**config.mk**
```make
export PLATFORM = sky130hd
export DESIGN_NAME = tmr_device_flat
export DESIGN_NICKNAME = d
export VERILOG_FILES = /design/src/rtl/tmr_pkg.sv /design/src/rtl/tmr_if.sv /design/src/rtl/tmr_device.sv /design/src/rtl/tmr_filter.sv /design/src/flat_wrapper.sv
export VERILOG_INCLUDE_DIRS = /design/src /design/src/rtl
export SDC_FILE = /design/constraint.sdc
export NUM_CORES = 1
export LEC_CHECK = 0
export ABC_AREA = 1
export BUFFER_PORTS_ARGS = -buffer_cell sky130_fd_sc_hd__buf_4
export CAP_MARGIN = 0
export CELL_PAD_IN_SITES_DETAIL_PLACEMENT = 0
export CELL_PAD_IN_SITES_GLOBAL_PLACEMENT = 2
export CORE_ASPECT_RATIO = 0.6
export CORE_MARGIN = 2
export CORE_UTILIZATION = 35
export CTS_CLUSTER_DIAMETER = 40
export CTS_CLUSTER_SIZE = 12
export DETAILED_ROUTE_END_ITERATION = 10
export HOLD_SLACK_MARGIN = 0.03
export PLACE_DENSITY_LB_ADDON = 0.1
export SLEW_MARGIN = 10
export SYNTH_ARGS = -nofsm -noshare
export SYNTH_HDL_FRONTEND = slang
export SYNTH_HIERARCHICAL = 1
export SYNTH_SLANG_ARGS = --single-unit
```
**constraint.sdc**
```tcl
create_clock -name pclk -period 3.1 [get_ports pclk]
set_clock_uncertainty 0.2 [all_clocks]
set_input_delay 0.62 -clock pclk [delete_from_list [all_inputs] [get_ports pclk]]
set_output_delay 0.62 -clock pclk [all_outputs]
set_load 0.02 [all_outputs]
```
**src/rtl/tmr_defs.svh**
```systemverilog
// Summary of operation
// - 16-bit counter clears, counts up or down
// - Flags at ceiling and zero; clear zeroes all
// - Low count read latches high byte for reading
// - High write loads latch; low write loads all
// - Tick source select; zero stops the counter
// - Counter stays accessible without any tick
// - CPU write beats a same-cycle count step
// - Four-bit waveform mode split over two registers
// - Overflow flag set per mode, requests interrupt
// - Selected edge copies counter into capture register
// - Capture flag set in the copy cycle
// - Enabled flag interrupts; cleared by service or one
// - Capture read low first, high via latch
// - Capture writable only when it sets ceiling
// - Comparator select bit switches capture source
// - Software clears capture flag after source change
// - Filter passes change only when four samples agree
// - Filter adds four system clocks, ignores prescaler
// - Capture input off when capture sets ceiling
// - Driving the pin by software captures too
// - New capture overwrites unread value
// - Duty measurement: flip edge, then clear flag
// - Count write blocks compare on next tick
`ifndef TMR_DEFS_SVH
`define TMR_DEFS_SVH
// Device register addresses on the 8-bit I/O bus
`define TMR_A_CTRL_A     4'h0
`define TMR_A_CTRL_B     4'h1
`define TMR_A_COUNT_LO   4'h2
`define TMR_A_COUNT_HI   4'h3
`define TMR_A_CAP_LO     4'h4
`define TMR_A_CAP_HI     4'h5
`define TMR_A_FLAGS      4'h6
`define TMR_A_MASK       4'h7
`define TMR_A_COMP       4'h8
// Field positions
`define TMR_B_FILTER     7
`define TMR_B_EDGE       6
`define TMR_B_OVF        0
`define TMR_B_CAP        5
`define TMR_B_CMP_SEL    2
// Prescaler divider widths (divide by 8, 64, 256, 1024)
`define TMR_DIV8_BITS    3
`define TMR_DIV64_BITS   6
`define TMR_DIV256_BITS  8
`define TMR_DIV1024_BITS 10
// Count constants
`define TMR_MAX          16'hFFFF
`define TMR_TOP8         16'h00FF
`define TMR_TOP9         16'h01FF
`define TMR_TOP10        16'h03FF
`define TMR_FILTER_DEPTH 4
// Controller APB map
`define TMR_P_CMD        12'h000
`define TMR_P_STATUS     12'h004
`define TMR_P_ACK        12'h008
`endif

```
**src/rtl/tmr_pkg.sv**
```systemverilog
package tmr_pkg;
    typedef logic [15:0] tmr_word_t;
    typedef logic [3:0]  tmr_addr_t;
    typedef enum logic [0:0] {
        TMR_HS_IDLE,
        TMR_HS_WAIT
    } tmr_host_state_t;
endpackage : tmr_pkg

```
**src/rtl/tmr_if.sv**
```systemverilog
`timescale 1ns/1ps
`default_nettype none
interface tmr_if;
    tmr_pkg::tmr_addr_t io_addr;
    logic               io_rd;
    logic               io_wr;
    logic [7:0]         io_wdata;
    logic [7:0]         io_rdata;
    logic               io_ack;
    logic               capture_irq;
    logic               overflow_irq;
    logic               capture_irq_ack;
    logic               overflow_irq_ack;
    modport dev  (input io_addr, io_rd, io_wr, io_wdata, capture_irq_ack, overflow_irq_ack,
                  output io_rdata, io_ack, capture_irq, overflow_irq);
    modport host (output io_addr, io_rd, io_wr, io_wdata, capture_irq_ack, overflow_irq_ack,
                  input io_rdata, io_ack, capture_irq, overflow_irq);
endinterface : tmr_if
`default_nettype wire

```
**src/rtl/tmr_device.sv**
```systemverilog
// Added by the designer: register access over APB and the register addresses.
`timescale 1ns/1ps
`default_nettype none
`include "tmr_defs.svh"
module tmr_device #(
    parameter int PRESCALE_W = `TMR_DIV1024_BITS
) (
    input  wire logic        pclk,
    input  wire logic        presetn,
    tmr_if.dev               bus,
    input  wire logic        capture_pin,
    input  wire logic        comparator_output,
    input  wire logic        external_tick_pin,
    output tmr_pkg::tmr_word_t counter_value,
    output logic             count_top,
    output logic             count_floor,
    output logic             count_down,
    output logic             match_block
);
    logic [1:0]            wgm_lo;
    logic [1:0]            wgm_hi;
    logic [2:0]            tick_source_select;
    logic                  capture_filter_enable;
    logic                  capture_edge_rising;
    logic                  comparator_capture_select;
    logic                  overflow_flag;
    logic                  capture_flag;
    logic                  overflow_irq_enable;
    logic                  capture_irq_enable;
    logic [7:0]            temp_byte;
    tmr_pkg::tmr_word_t    capture_register;
    logic [PRESCALE_W-1:0] prescale;
    logic                  ext_s1;
    logic                  ext_s2;
    logic                  ext_prev;
    logic                  timer_tick;
    logic [3:0]            waveform_mode_field;
    tmr_pkg::tmr_word_t    top;
    tmr_pkg::tmr_word_t    next_count;
    logic                  next_down;
    logic                  overflow_hit;
    logic                  pin_level;
    logic                  cmp_level;
    logic                  src_level;
    logic                  src_prev;
    logic                  input_active;
    logic                  capture_event;
    logic                  count_wr;
    logic                  cap_wr;
    logic                  flags_wr;

    // Mode bits live in both control registers
    assign waveform_mode_field = {wgm_hi, wgm_lo};

    // Modes that take the ceiling from the capture register
    function automatic logic icr_top(input logic [3:0] m);
        icr_top = (m == 4'h8) || (m == 4'hA) || (m == 4'hC) || (m == 4'hE);
    endfunction : icr_top

    // Dual-slope modes count up then down
    function automatic logic dual_slope(input logic [3:0] m);
        dual_slope = (m != 4'h0) && (m <= 4'hB) && (m != 4'h4) && (m < 4'h5 || m > 4'h7);
    endfunction : dual_slope

    // Decoded bus strobes
    assign count_wr = bus.io_wr && (bus.io_addr == `TMR_A_COUNT_LO);
    assign cap_wr   = bus.io_wr && (bus.io_addr == `TMR_A_CAP_LO)
                      && icr_top(waveform_mode_field);
    assign flags_wr = bus.io_wr && (bus.io_addr == `TMR_A_FLAGS);

    // Ceiling per mode; OCR-based modes have no OCR here, so they run to MAX
    always_comb
    begin
        unique case (waveform_mode_field)
            4'h1, 4'h5: top = `TMR_TOP8;
            4'h2, 4'h6: top = `TMR_TOP9;
            4'h3, 4'h7: top = `TMR_TOP10;
            4'h8, 4'hA, 4'hC, 4'hE: top = capture_register;
            default: top = `TMR_MAX;
        endcase
    end

    // External tick pin is synchronised before edge detection
    always_ff @(posedge pclk or negedge presetn)
    begin
        if (!presetn)
        begin
            ext_s1   <= 1'b0;
            ext_s2   <= 1'b0;
            ext_prev <= 1'b0;
            prescale <= '0;
        end
        else
        begin
            ext_s1   <= external_tick_pin;
            ext_s2   <= ext_s1;
            ext_prev <= ext_s2;
            prescale <= prescale + 1'b1;
        end
    end

    // Tick selection; zero selects nothing and the counter halts
    always_comb
    begin
        unique case (tick_source_select)
            3'h0: timer_tick = 1'b0;
            3'h1: timer_tick = 1'b1;
            3'h2: timer_tick = &prescale[`TMR_DIV8_BITS-1:0];
            3'h3: timer_tick = &prescale[`TMR_DIV64_BITS-1:0];
            3'h4: timer_tick = &prescale[`TMR_DIV256_BITS-1:0];
            3'h5: timer_tick = &prescale[`TMR_DIV1024_BITS-1:0];
            3'h6: timer_tick = ext_prev && !ext_s2;
            3'h7: timer_tick = !ext_prev && ext_s2;
        endcase
    end

    // Next count and overflow point for one tick
    always_comb
    begin
        next_down    = count_down;
        next_count   = counter_value + 16'h0001;
        overflow_hit = 1'b0;
        if (dual_slope(waveform_mode_field))
        begin
            if (count_down && counter_value == 16'h0000)
            begin
                next_down = 1'b0;
            end
            else if (count_down || counter_value >= top)
            begin
                next_down  = 1'b1;
                next_count = counter_value - 16'h0001;
            end
            overflow_hit = (next_count == 16'h0000);
        end
        else if (counter_value == top)
        begin
            next_count   = 16'h0000;
            // Clear-on-capture-ceiling mode overflows only when the ceiling is MAX
            overflow_hit = (waveform_mode_field >= 4'h5 && waveform_mode_field != 4'hC)
                           || (top == `TMR_MAX);
        end
        else
        begin
            overflow_hit = (counter_value == `TMR_MAX);
        end
    end

    // Counter: a CPU write outranks any step, with or without a tick
    always_ff @(posedge pclk or negedge presetn)
    begin
        if (!presetn)
        begin
            counter_value <= 16'h0000;
            count_down    <= 1'b0;
        end
        else if (count_wr)
        begin
            counter_value <= {temp_byte, bus.io_wdata};
        end
        else if (timer_tick)
        begin
            counter_value <= next_count;
            count_down    <= next_down;
        end
    end

    // Ceiling and floor indications track the stored count one clock later
    always_ff @(posedge pclk or negedge presetn)
    begin
        if (!presetn)
        begin
            count_top   <= 1'b0;
            count_floor <= 1'b0;
        end
        else
        begin
            count_top   <= (counter_value == top);
            count_floor <= (counter_value == 16'h0000);
        end
    end

    // Compare blocking lasts through the next tick, even when stopped
    always_ff @(posedge pclk or negedge presetn)
    begin
        if (!presetn)
            match_block <= 1'b0;
        else if (count_wr || (bus.io_wr && bus.io_addr == `TMR_A_COUNT_HI))
            match_block <= 1'b1;
        else if (timer_tick)
            match_block <= 1'b0;
    end

    // Capture inputs: pin, or the comparator; software can drive the pin
    tmr_filter u_pin_filter (
        .pclk          (pclk),
        .presetn       (presetn),
        .raw           (capture_pin),
        .filter_enable (capture_filter_enable),
        .level         (pin_level)
    );

    tmr_filter u_cmp_filter (
        .pclk          (pclk),
        .presetn       (presetn),
        .raw           (comparator_output),
        .filter_enable (capture_filter_enable),
        .level         (cmp_level)
    );

    // Switching source may look like an edge; software clears the flag after
    assign src_level     = comparator_capture_select ? cmp_level : pin_level;
    assign input_active  = !icr_top(waveform_mode_field);
    assign capture_event = input_active && (capture_edge_rising ?
                           (src_level && !src_prev) : (!src_level && src_prev));

    // Capture register: no overrun guard, newest event wins
    always_ff @(posedge pclk or negedge presetn)
    begin
        if (!presetn)
        begin
            src_prev         <= 1'b0;
            capture_register <= 16'h0000;
        end
        else
        begin
            src_prev <= src_level;
            if (cap_wr)
                capture_register <= {temp_byte, bus.io_wdata};
            else if (capture_event)
                capture_register <= counter_value;
        end
    end

    // Flags: hardware set wins over service ack or write-one clear
    always_ff @(posedge pclk or negedge presetn)
    begin
        if (!presetn)
        begin
            capture_flag  <= 1'b0;
            overflow_flag <= 1'b0;
        end
        else
        begin
            if (capture_event)
                capture_flag <= 1'b1;
            else if (bus.capture_irq_ack || (flags_wr && bus.io_wdata[`TMR_B_CAP]))
                capture_flag <= 1'b0;
            if (timer_tick && !count_wr && overflow_hit)
                overflow_flag <= 1'b1;
            else if (bus.overflow_irq_ack || (flags_wr && bus.io_wdata[`TMR_B_OVF]))
                overflow_flag <= 1'b0;
        end
    end

    // Interrupt requests, registered
    always_ff @(posedge pclk or negedge presetn)
    begin
        if (!presetn)
        begin
            bus.capture_irq  <= 1'b0;
            bus.overflow_irq <= 1'b0;
        end
        else
        begin
            bus.capture_irq  <= capture_flag && capture_irq_enable;
            bus.overflow_irq <= overflow_flag && overflow_irq_enable;
        end
    end

    // Control registers
    always_ff @(posedge pclk or negedge presetn)
    begin
        if (!presetn)
        begin
            wgm_lo                    <= 2'h0;
            wgm_hi                    <= 2'h0;
            tick_source_select        <= 3'h0;
            capture_filter_enable     <= 1'b0;
            capture_edge_rising       <= 1'b0;
            overflow_irq_enable       <= 1'b0;
            capture_irq_enable        <= 1'b0;
            comparator_capture_select <= 1'b0;
        end
        else if (bus.io_wr)
        begin
            unique case (bus.io_addr)
                `TMR_A_CTRL_A: wgm_lo <= bus.io_wdata[1:0];
                `TMR_A_CTRL_B:
                begin
                    capture_filter_enable <= bus.io_wdata[`TMR_B_FILTER];
                    capture_edge_rising   <= bus.io_wdata[`TMR_B_EDGE];
                    wgm_hi                <= bus.io_wdata[4:3];
                    tick_source_select    <= bus.io_wdata[2:0];
                end
                `TMR_A_MASK:
                begin
                    overflow_irq_enable <= bus.io_wdata[`TMR_B_OVF];
                    capture_irq_enable  <= bus.io_wdata[`TMR_B_CAP];
                end
                `TMR_A_COMP: comparator_capture_select <= bus.io_wdata[`TMR_B_CMP_SEL];
                default: ;
            endcase
        end
    end

    // Shared high-byte latch for 16-bit access
    always_ff @(posedge pclk or negedge presetn)
    begin
        if (!presetn)
            temp_byte <= 8'h00;
        else if (bus.io_rd && bus.io_addr == `TMR_A_COUNT_LO)
            temp_byte <= counter_value[15:8];
        else if (bus.io_rd && bus.io_addr == `TMR_A_CAP_LO)
            temp_byte <= capture_register[15:8];
        else if (bus.io_wr && (bus.io_addr == `TMR_A_COUNT_HI || bus.io_addr == `TMR_A_CAP_HI))
            temp_byte <= bus.io_wdata;
    end

    // Read data and access acknowledge, one clock after the strobe
    always_ff @(posedge pclk or negedge presetn)
    begin
        if (!presetn)
        begin
            bus.io_rdata <= 8'h00;
            bus.io_ack   <= 1'b0;
        end
        else
        begin
            bus.io_ack <= bus.io_rd || bus.io_wr;
            if (bus.io_rd)
            begin
                unique case (bus.io_addr)
                    `TMR_A_CTRL_A:   bus.io_rdata <= {6'h00, wgm_lo};
                    `TMR_A_CTRL_B:   bus.io_rdata <= {capture_filter_enable, capture_edge_rising,
                                                      1'b0, wgm_hi, tick_source_select};
                    `TMR_A_COUNT_LO: bus.io_rdata <= counter_value[7:0];
                    `TMR_A_COUNT_HI,
                    `TMR_A_CAP_HI:   bus.io_rdata <= temp_byte;
                    `TMR_A_CAP_LO:   bus.io_rdata <= capture_register[7:0];
                    `TMR_A_FLAGS:    bus.io_rdata <= {2'h0, capture_flag, 4'h0, overflow_flag};
                    `TMR_A_MASK:     bus.io_rdata <= {2'h0, capture_irq_enable, 4'h0,
                                                      overflow_irq_enable};
                    `TMR_A_COMP:     bus.io_rdata <= {5'h00, comparator_capture_select, 2'h0};
                    default:         bus.io_rdata <= 8'h00;
                endcase
            end
        end
    end
endmodule : tmr_device
`default_nettype wire

```
**src/rtl/tmr_filter.sv**
```systemverilog
`timescale 1ns/1ps
`default_nettype none
`include "tmr_defs.svh"
module tmr_filter #(
    parameter int DEPTH = `TMR_FILTER_DEPTH
) (
    input  wire logic pclk,
    input  wire logic presetn,
    input  wire logic raw,
    input  wire logic filter_enable,
    output logic      level
);
    logic             sync1;
    logic             sync2;
    logic [DEPTH-1:0] pipe;

    // Two-stage synchroniser; only the second stage is read below
    always_ff @(posedge pclk or negedge presetn)
    begin
        if (!presetn)
        begin
            sync1 <= 1'b0;
            sync2 <= 1'b0;
        end
        else
        begin
            sync1 <= raw;
            sync2 <= sync1;
        end
    end

    // Sample pipeline runs on pclk, untouched by the prescaler
    always_ff @(posedge pclk or negedge presetn)
    begin
        if (!presetn)
            pipe <= '0;
        else
            pipe <= {pipe[DEPTH-2:0], sync2};
    end

    // Filtered level moves only when the whole pipe agrees, or follows sync2 when the filter is off
    always_ff @(posedge pclk or negedge presetn)
    begin
        if (!presetn)
            level <= 1'b0;
        else if (!filter_enable)
            level <= sync2;
        else if (&pipe)
            level <= 1'b1;
        else if (~|pipe)
            level <= 1'b0;
    end
endmodule : tmr_filter
`default_nettype wire

```
**src/flat_wrapper.sv**
```systemverilog
// flat-port wrapper written by rule: the top's interface ports become plain ports
module tmr_device_flat 
#(
    parameter int PRESCALE_W = `TMR_DIV1024_BITS
)
  (pclk, presetn, capture_pin, comparator_output, external_tick_pin, counter_value, count_top, count_floor, count_down, match_block, bus_io_addr, bus_io_rd, bus_io_wr, bus_io_wdata, bus_capture_irq_ack, bus_overflow_irq_ack, bus_io_rdata, bus_io_ack, bus_capture_irq, bus_overflow_irq);
  tmr_if bus_i ();
  input  wire logic pclk;
  input  wire logic presetn;
  input  wire logic capture_pin;
  input  wire logic comparator_output;
  input  wire logic external_tick_pin;
  output tmr_pkg::tmr_word_t counter_value;
  output logic count_top;
  output logic count_floor;
  output logic count_down;
  output logic match_block;
  input wire logic [$bits(bus_i.io_addr)-1:0] bus_io_addr;
  input wire logic [$bits(bus_i.io_rd)-1:0] bus_io_rd;
  input wire logic [$bits(bus_i.io_wr)-1:0] bus_io_wr;
  input wire logic [$bits(bus_i.io_wdata)-1:0] bus_io_wdata;
  input wire logic [$bits(bus_i.capture_irq_ack)-1:0] bus_capture_irq_ack;
  input wire logic [$bits(bus_i.overflow_irq_ack)-1:0] bus_overflow_irq_ack;
  output wire logic [$bits(bus_i.io_rdata)-1:0] bus_io_rdata;
  output wire logic [$bits(bus_i.io_ack)-1:0] bus_io_ack;
  output wire logic [$bits(bus_i.capture_irq)-1:0] bus_capture_irq;
  output wire logic [$bits(bus_i.overflow_irq)-1:0] bus_overflow_irq;
  assign bus_i.io_addr = bus_io_addr;
  assign bus_i.io_rd = bus_io_rd;
  assign bus_i.io_wr = bus_io_wr;
  assign bus_i.io_wdata = bus_io_wdata;
  assign bus_i.capture_irq_ack = bus_capture_irq_ack;
  assign bus_i.overflow_irq_ack = bus_overflow_irq_ack;
  assign bus_io_rdata = bus_i.io_rdata;
  assign bus_io_ack = bus_i.io_ack;
  assign bus_capture_irq = bus_i.capture_irq;
  assign bus_overflow_irq = bus_i.overflow_irq;
  tmr_device #(.PRESCALE_W(PRESCALE_W)) u_core (.pclk(pclk), .presetn(presetn), .bus(bus_i), .capture_pin(capture_pin), .comparator_output(comparator_output), .external_tick_pin(external_tick_pin), .counter_value(counter_value), .count_top(count_top), .count_floor(count_floor), .count_down(count_down), .match_block(match_block));
endmodule
```
== Yosys cells after proc, flatten, opt, wreduce, memory -nomap -nowiden ==
Cells that the tools add are included.

* Logic and storage cells: 179
* Flip-flop bits (word level): 97
* Input bits: 21

* Reductions and logical operators: 71
* Eq/ne operators: 32
* $add $sub $neg: 3
* $lt $le $gt $ge: 5
* Multiplexer cells: 33
* Bitwise logic cells: 1

{| class="wikitable"
|+ Operators with widths
! cell !! count
|-
| 16-bit two-way mux || 9
|-
| 16-bit case mux with 4 select lines || 1
|-
| 8-bit case mux with 8 select lines || 1
|-
| 16-bit equality test, second input constant || 2
|-
| 16-bit zero test || 2
|-
| 4-bit by 3-bit equality test with 1-bit output, second input constant || 7
|-
| 1-bit logical AND || 24
|-
| 8-bit two-way mux || 3
|-
| 4-bit equality test, second input constant || 5
|-
| 1-bit two-way mux || 18
|-
| 16-bit by 1-bit adder with 16-bit output, second input constant || 1
|-
| 16-bit equality test || 1
|-
| 4-bit by 2-bit equality test with 1-bit output, second input constant || 4
|-
| 16-bit greater-or-equal comparator || 1
|-
| 16-bit by 1-bit subtractor with 16-bit output, second input constant || 1
|-
| 3-bit equality test, second input constant || 4
|-
| 4-bit AND reduction || 3
|-
| 2-bit nonzero test || 6
|-
| 4-bit OR reduction || 3
|-
| 1-bit logical OR || 11
|-
| 10-bit by 1-bit adder with 10-bit output, second input constant || 1
|-
| 10-bit AND reduction || 1
|-
| 4-bit by 1-bit equality test with 1-bit output, second input constant || 2
|-
| 1-bit case mux with 8 select lines || 1
|-
| 20 further kinds || 33
|}

== Longest topological paths before layout ==
* Depth after elaboration: 12
* Depth in mapped cells: 25
* Depth with buffers taken out: 24

== By module ==
The synthesis kept the hierarchy.

{| class="wikitable"
|+ By module, submodules not included
! module !! cells each !! area an instance (sq um) !! instances !! seq. area each (sq um)
|-
| tmr_device || 766 || 5594.1 || 1 || 2077.0
|-
| tmr_filter || 18 || 221.5 || 2 || 175.2
|}

== Least setup slack after synthesis ==
No wires, ideal clock.

* Path kind: register to register
* Start point: register u_core.wgm_lo[0]
* End point: register u_core.overflow_flag
* Path buffers: 2
* Cell stages (with the launch flop): 23
* Arrival time: 2.491 ns
* Path slack: 0.344 ns
* Data required time: 2.835 ns
* Library setup time: 0.065 ns
* Path through: dfrtp_1 nor2_4 inv_1 buf_4 o211ai_1 inv_1 ha_1 nand2_1 nor2_1 nand2_1 o21ai_1 nor2_2 nand2_4 buf_6 nand3_1 nand2_1 nor2_1 nand2_1 nor2_1 nand2_1 nand2_1 nand2_1 nand2_1

* Word-level cells in the longest chain between the ends: 12
* Elaborated cells on any way between the ends: 41
* Those cells by class: order compare: 5; eq/ne: 14; mux: 7; reduce/logical: 15

{| class="wikitable"
|+ RTL lines
! element !! RTL line !! source
|-
| start: declaration || tmr_device.sv:20 || <nowiki>logic [1:0] wgm_lo;</nowiki>
|-
| start signal: assignment || tmr_device.sv:288 || <nowiki>`TMR_A_CTRL_A: wgm_lo <= bus.io_wdata[1:0];</nowiki>
|-
| 4-bit equality test (tied with other cells) || tmr_device.sv:74 || <nowiki>unique case (waveform_mode_field)</nowiki>
|-
| 4-bit OR reduction or 2-bit OR reduction (tied branches) || tmr_device.sv:74 ||
|-
| 16-bit case mux with 4 select lines || tmr_device.sv:74 ||
|-
| 16-bit greater-or-equal comparator || tmr_device.sv:129 || <nowiki>else if (count_down || counter_value >= top)</nowiki>
|-
| 1-bit logical OR || tmr_device.sv:129 ||
|-
| 16-bit two-way mux || tmr_device.sv:129 ||
|-
| 16-bit two-way mux || tmr_device.sv:125 || <nowiki>if (count_down && counter_value == 16'h0000)</nowiki>
|-
| 16-bit two-way mux || tmr_device.sv:123 || <nowiki>if (dual_slope(waveform_mode_field))</nowiki>
|-
| 16-bit zero test || tmr_device.sv:134 || <nowiki>overflow_hit = (next_count == 16'h0000);</nowiki>
|-
| 1-bit two-way mux * || tmr_device.sv:123 ||
|-
| 1-bit logical AND * || tmr_device.sv:249 || <nowiki>if (timer_tick && !count_wr && overflow_hit)</nowiki>
|-
| 1-bit two-way mux or 2-bit nonzero test (tied branches) || -- ||
|-
| end signal: assignment || tmr_device.sv:241 || <nowiki>overflow_flag <= 1'b0;</nowiki>
|-
| end signal: assignment || tmr_device.sv:250 || <nowiki>overflow_flag <= 1'b1;</nowiki>
|-
| end signal: assignment || tmr_device.sv:252 || <nowiki>overflow_flag <= 1'b0;</nowiki>
|-
| end: declaration || tmr_device.sv:26 || <nowiki>logic overflow_flag;</nowiki>
|}

Mark *: on every way between the ends. The rest lies on a longest branch, timed or not. The select of a mux whose other input is x is not followed.
A chain may end at the register's enable or synchronous reset.

== Worst setup path after layout ==
Same ends and word-level chain as after synthesis.

==> out/metrics.yaml <==
worst_setup_path:
  path_class: "reg -> reg"
  cp_max_fo: 6
  r2r_cells: 22
  end_kind: "flip-flop"
  worstPathRequired_ns: 3.19
  rrSetupSlack_ns: -0.1
  endpoint: "u_core/overflow_flag"
  cp.arrival_ns: 3.29
  cp-start-kind: "flip-flop"
  reg2reg_to: "u_core/overflow_flag"
  crit_start: "u_core/wgm_lo[0]"
  reg2reg_from: "u_core/wgm_lo[0]"
synthesis:
  syn_nets: 844
  netlist_instances: 802
  synth_area_mm2: 0.00604
  ys_warn_count: 6
  yosysSeqAreaShare_pct: 40.2
  ys_seq_elements: 97
  synth_top_area_cell: "dfrtp_1"
  synth_top_area_share_pct: 40.2
  synth_cell_types: 44
  synth_area_leaders: "dfrtp_1, nand2_1, inv_1, o21ai_0, nor2_1"
  avgSynthCellArea_um2: 7.53
run_status:
  outcome: "finished with violations"
  violations: "setup timing"
die:
  core_area_mm2: 0.0170
  fp-row-count: 37
  io_pins: 52
  floorplan.die_area_mm2: 0.0183
  initial_core_util_pct: 35.5
  die_w_um: 174
  die_h_um: 106
grt:
  grt_pass1_wl_um: 35900
  antenna_found_initial: 0
  grt_overflow: 0
  grt_usage_pct: 26.5
  first_global_vias: 5734
  grt_max_degree: 71
sta:
  clock.fmax_mhz: 313
  drv_slew: 0
  finalCritPeriodShare_pct: 103
  period_needed_ns: 3.20
  final.setup.worst_slack_ns: -0.0972
  setup_violations: 2
  relSlewSlack_pct: 55.1
  tightest_slew_ns: 0.671
  hold_violations: 0
  rsz0062_at_grt: "true"
drt:
  vias_per_cell: 5.35
  wl_per_cell_um: 21.0
  dr.first_iter.drc_count: 689
  wl_um: 23900
  first_pass_iters: 5
  postRouteAntennaNets: 0
  vias: 6104
  drc: 0
pwr:
  power_density_mw_per_mm2: 899
  leakage_nw: 3.69
  ir_drop_mv: 0.299
  total_power_w: 0.00677
final_layout:
  fillerInstances: 1773
  regArea_mm2: 0.00243
  multi_input_area_mm2: 0.00324
  fin_nets: 944
  area_delta_synth_final_pct: 24.6
  n_antenna_cell: 0
  final_core_util_pct: 44.3
  drive_gt1_share_pct: 21.8
clock_tree:
  cts_root_buf: "clkbuf_16"
  tritoncts: "yes"
  worstSkewPairLatency_ns: 0.36
  path_clk_slew_ns: 0.07
  clkSinkCount: 97
  ctsLongestPathBuffers: 2
  numCtsBuffers: 9
  cts_htree_levels: 3
placement:
  port_buffers: 51
  gp_congestion: 0.940
  dp.final_hpwl_um: 18700
flow_run:
  max_cap_violations: 0
hold_path:
  hp-start: "u_core/u_cmp_filter/sync1"
  hold_class: "reg -> reg"
-- critical path, stage by stage, from the launching register on --
cell	delay, ns
dfrtp_2	0.45
nor2_4	0.19
clkinvlp_4	0.23
o211ai_1	0.25
inv_1	0.09
ha_1	0.28
nand2_1	0.06
nor2_2	0.10
nand2_2	0.10
o21ai_2	0.19
nor2_4	0.07
nand2_4	0.14
buf_6	0.14
nand3_2	0.06
nand2_1	0.08
nand2_1	0.05
inv_1	0.05
nand2_1	0.05
nor2_1	0.13
nand2_1	0.07
nand2_1	0.05
nand2_1	0.04
nand2_1	0.05
-- layout make-up --
class	instances	area share, %
clock buffers	9	2.99
flip-flops and latches	97	32.3
repair inverters	1	0.0998
clock inverters	7	0.998
well taps	234	3.89
repair buffers	113	11.8
multi-input cells	584	43.0
inverters	96	4.94
-- where the power goes --
group          switching (W)  internal, W  total [W]
sequential          0.000388      0.00156    0.00195
clock               0.000586     0.000571    0.00116
combinational        0.00230      0.00135    0.00366
-- cell usage in the layout, fill, tap and decap left out, types with 3 or more instances in the layout --
master      count
nand3_1        32
xor2_1         32
o21ai_0        59
nand3_2         5
nor4_1          5
o211ai_1       15
o21a_1          4
a21oi_2         8
nand3b_1        3
a21oi_1        28
o22ai_1        19
inv_1          85
o2111ai_1       5
nor2_1         75
nor2_2         15
clkbuf_16       9
nand2_1       194
buf_4         107
clkinvlp_4      3
nor3_1          9
nand2_2        12
nor2_4          6
buf_6           3
o21ai_2         5
o21ai_1         8
inv_2           6
ha_1           21
dfrtp_1        96
nand4_1         3
o221ai_1        4
-- repair_timing --
action                                  CTS  global route
endpoints found under the setup margin    7            15
hold buffers                              1             0
hold endpoints to repair                 27             0
buffers inserted                          3             5
pin swaps                                 7            16
gates resized for setup                  16            32
cloned                                    1             0
-- cells by family after synthesis --
family                     count (synthesis)  synth area share, %
and+or+nand+nor                          364                 25.9
AOI/OAI and AO/OA                        166                 16.4
buffers and inverters                    121                 8.25
DFF                                       97                 40.2
xor gates and xnor gates                  32                 4.64
adders and majority gates                 21                 4.35
muxes                                      1                0.187
-- cell usage after synthesis --
cell type,instances
nor2_2,9
inv_1,87
nor3_2,1
nor2_4,5
a22o_1,1
nand2_1,206
o21ai_0,64
a21o_1,1
a22oi_1,1
nand2_2,2
clkinv_1,2
o31ai_1,2
buf_6,1
mux2_2,1
nand4_1,3
a21oi_1,33
clkinv_2,1
nand3b_1,3
ha_1,21
nand2_4,1
buf_4,7
o211ai_1,15
xor2_1,32
dfrtp_1,97
o21ai_1,6
o2111ai_1,6
o22ai_1,19
buf_2,7
o221ai_1,4
o21ai_2,2
nor4_1,5
a32o_1,1
a21oi_2,3
inv_2,6
o21a_1,4
nor3_1,9
a41oi_1,1
nand3_2,4
a211oi_1,1
nor3_4,1
clkbuf_1,10
nor2_1,82
a221oi_1,2
nand3_1,33
-- routing by layer --
metal  up-vias  global-route usage (%)  wire length, um
li1       2842                       -                -
met1      2977                    42.5            12500
met2       262                    33.4             8660
met3        23                    8.44             2490
met4         0                    5.57              274
met5         -                       0                0
-- worst min-delay path by stage --
stage                                     end  slack (ns)  cells past startpoint
floorplan              u_core/bus.capture_irq        0.12                      0
global placement    u_core/u_pin_filter/sync2        0.13                      0
detailed placement              u_core/ext_s2        0.14                      0
CTS                             u_core/ext_s1        0.15                      1
global route        u_core/u_cmp_filter/sync1        0.15                      1
finish              u_core/u_cmp_filter/sync2        0.16                      0
-- registers in the layout, indices dropped and copies added (netlist names), 2 cells and up --
register and cells:
u_core/bus.io_rdata 8, u_core/capture_register 16, u_core/counter_value 16, u_core/prescale 10, u_core/temp_byte 8, u_core/tick_source_select 3
u_core/u_cmp_filter/pipe 4, u_core/u_pin_filter/pipe 4, u_core/wgm_hi 2, u_core/wgm_lo 2
-- stage by stage --
stage               instance area, um2  worst slack (ns)  setup TNS, ns  instances  hold slack [ns]
CTS                               7370           0.00166              0       1136            0.154
floorplan                         6040             0.344              0        802            0.124
detailed placement                7000            -0.205         -0.478       1115            0.136
global placement                  7000            -0.119         -0.132       1115            0.134
global route                      7520            -0.283          -2.08       1141            0.153
finish                            7520           -0.0972         -0.113       1141            0.157
No activity file was read; power rests on OpenSTA's default activity.
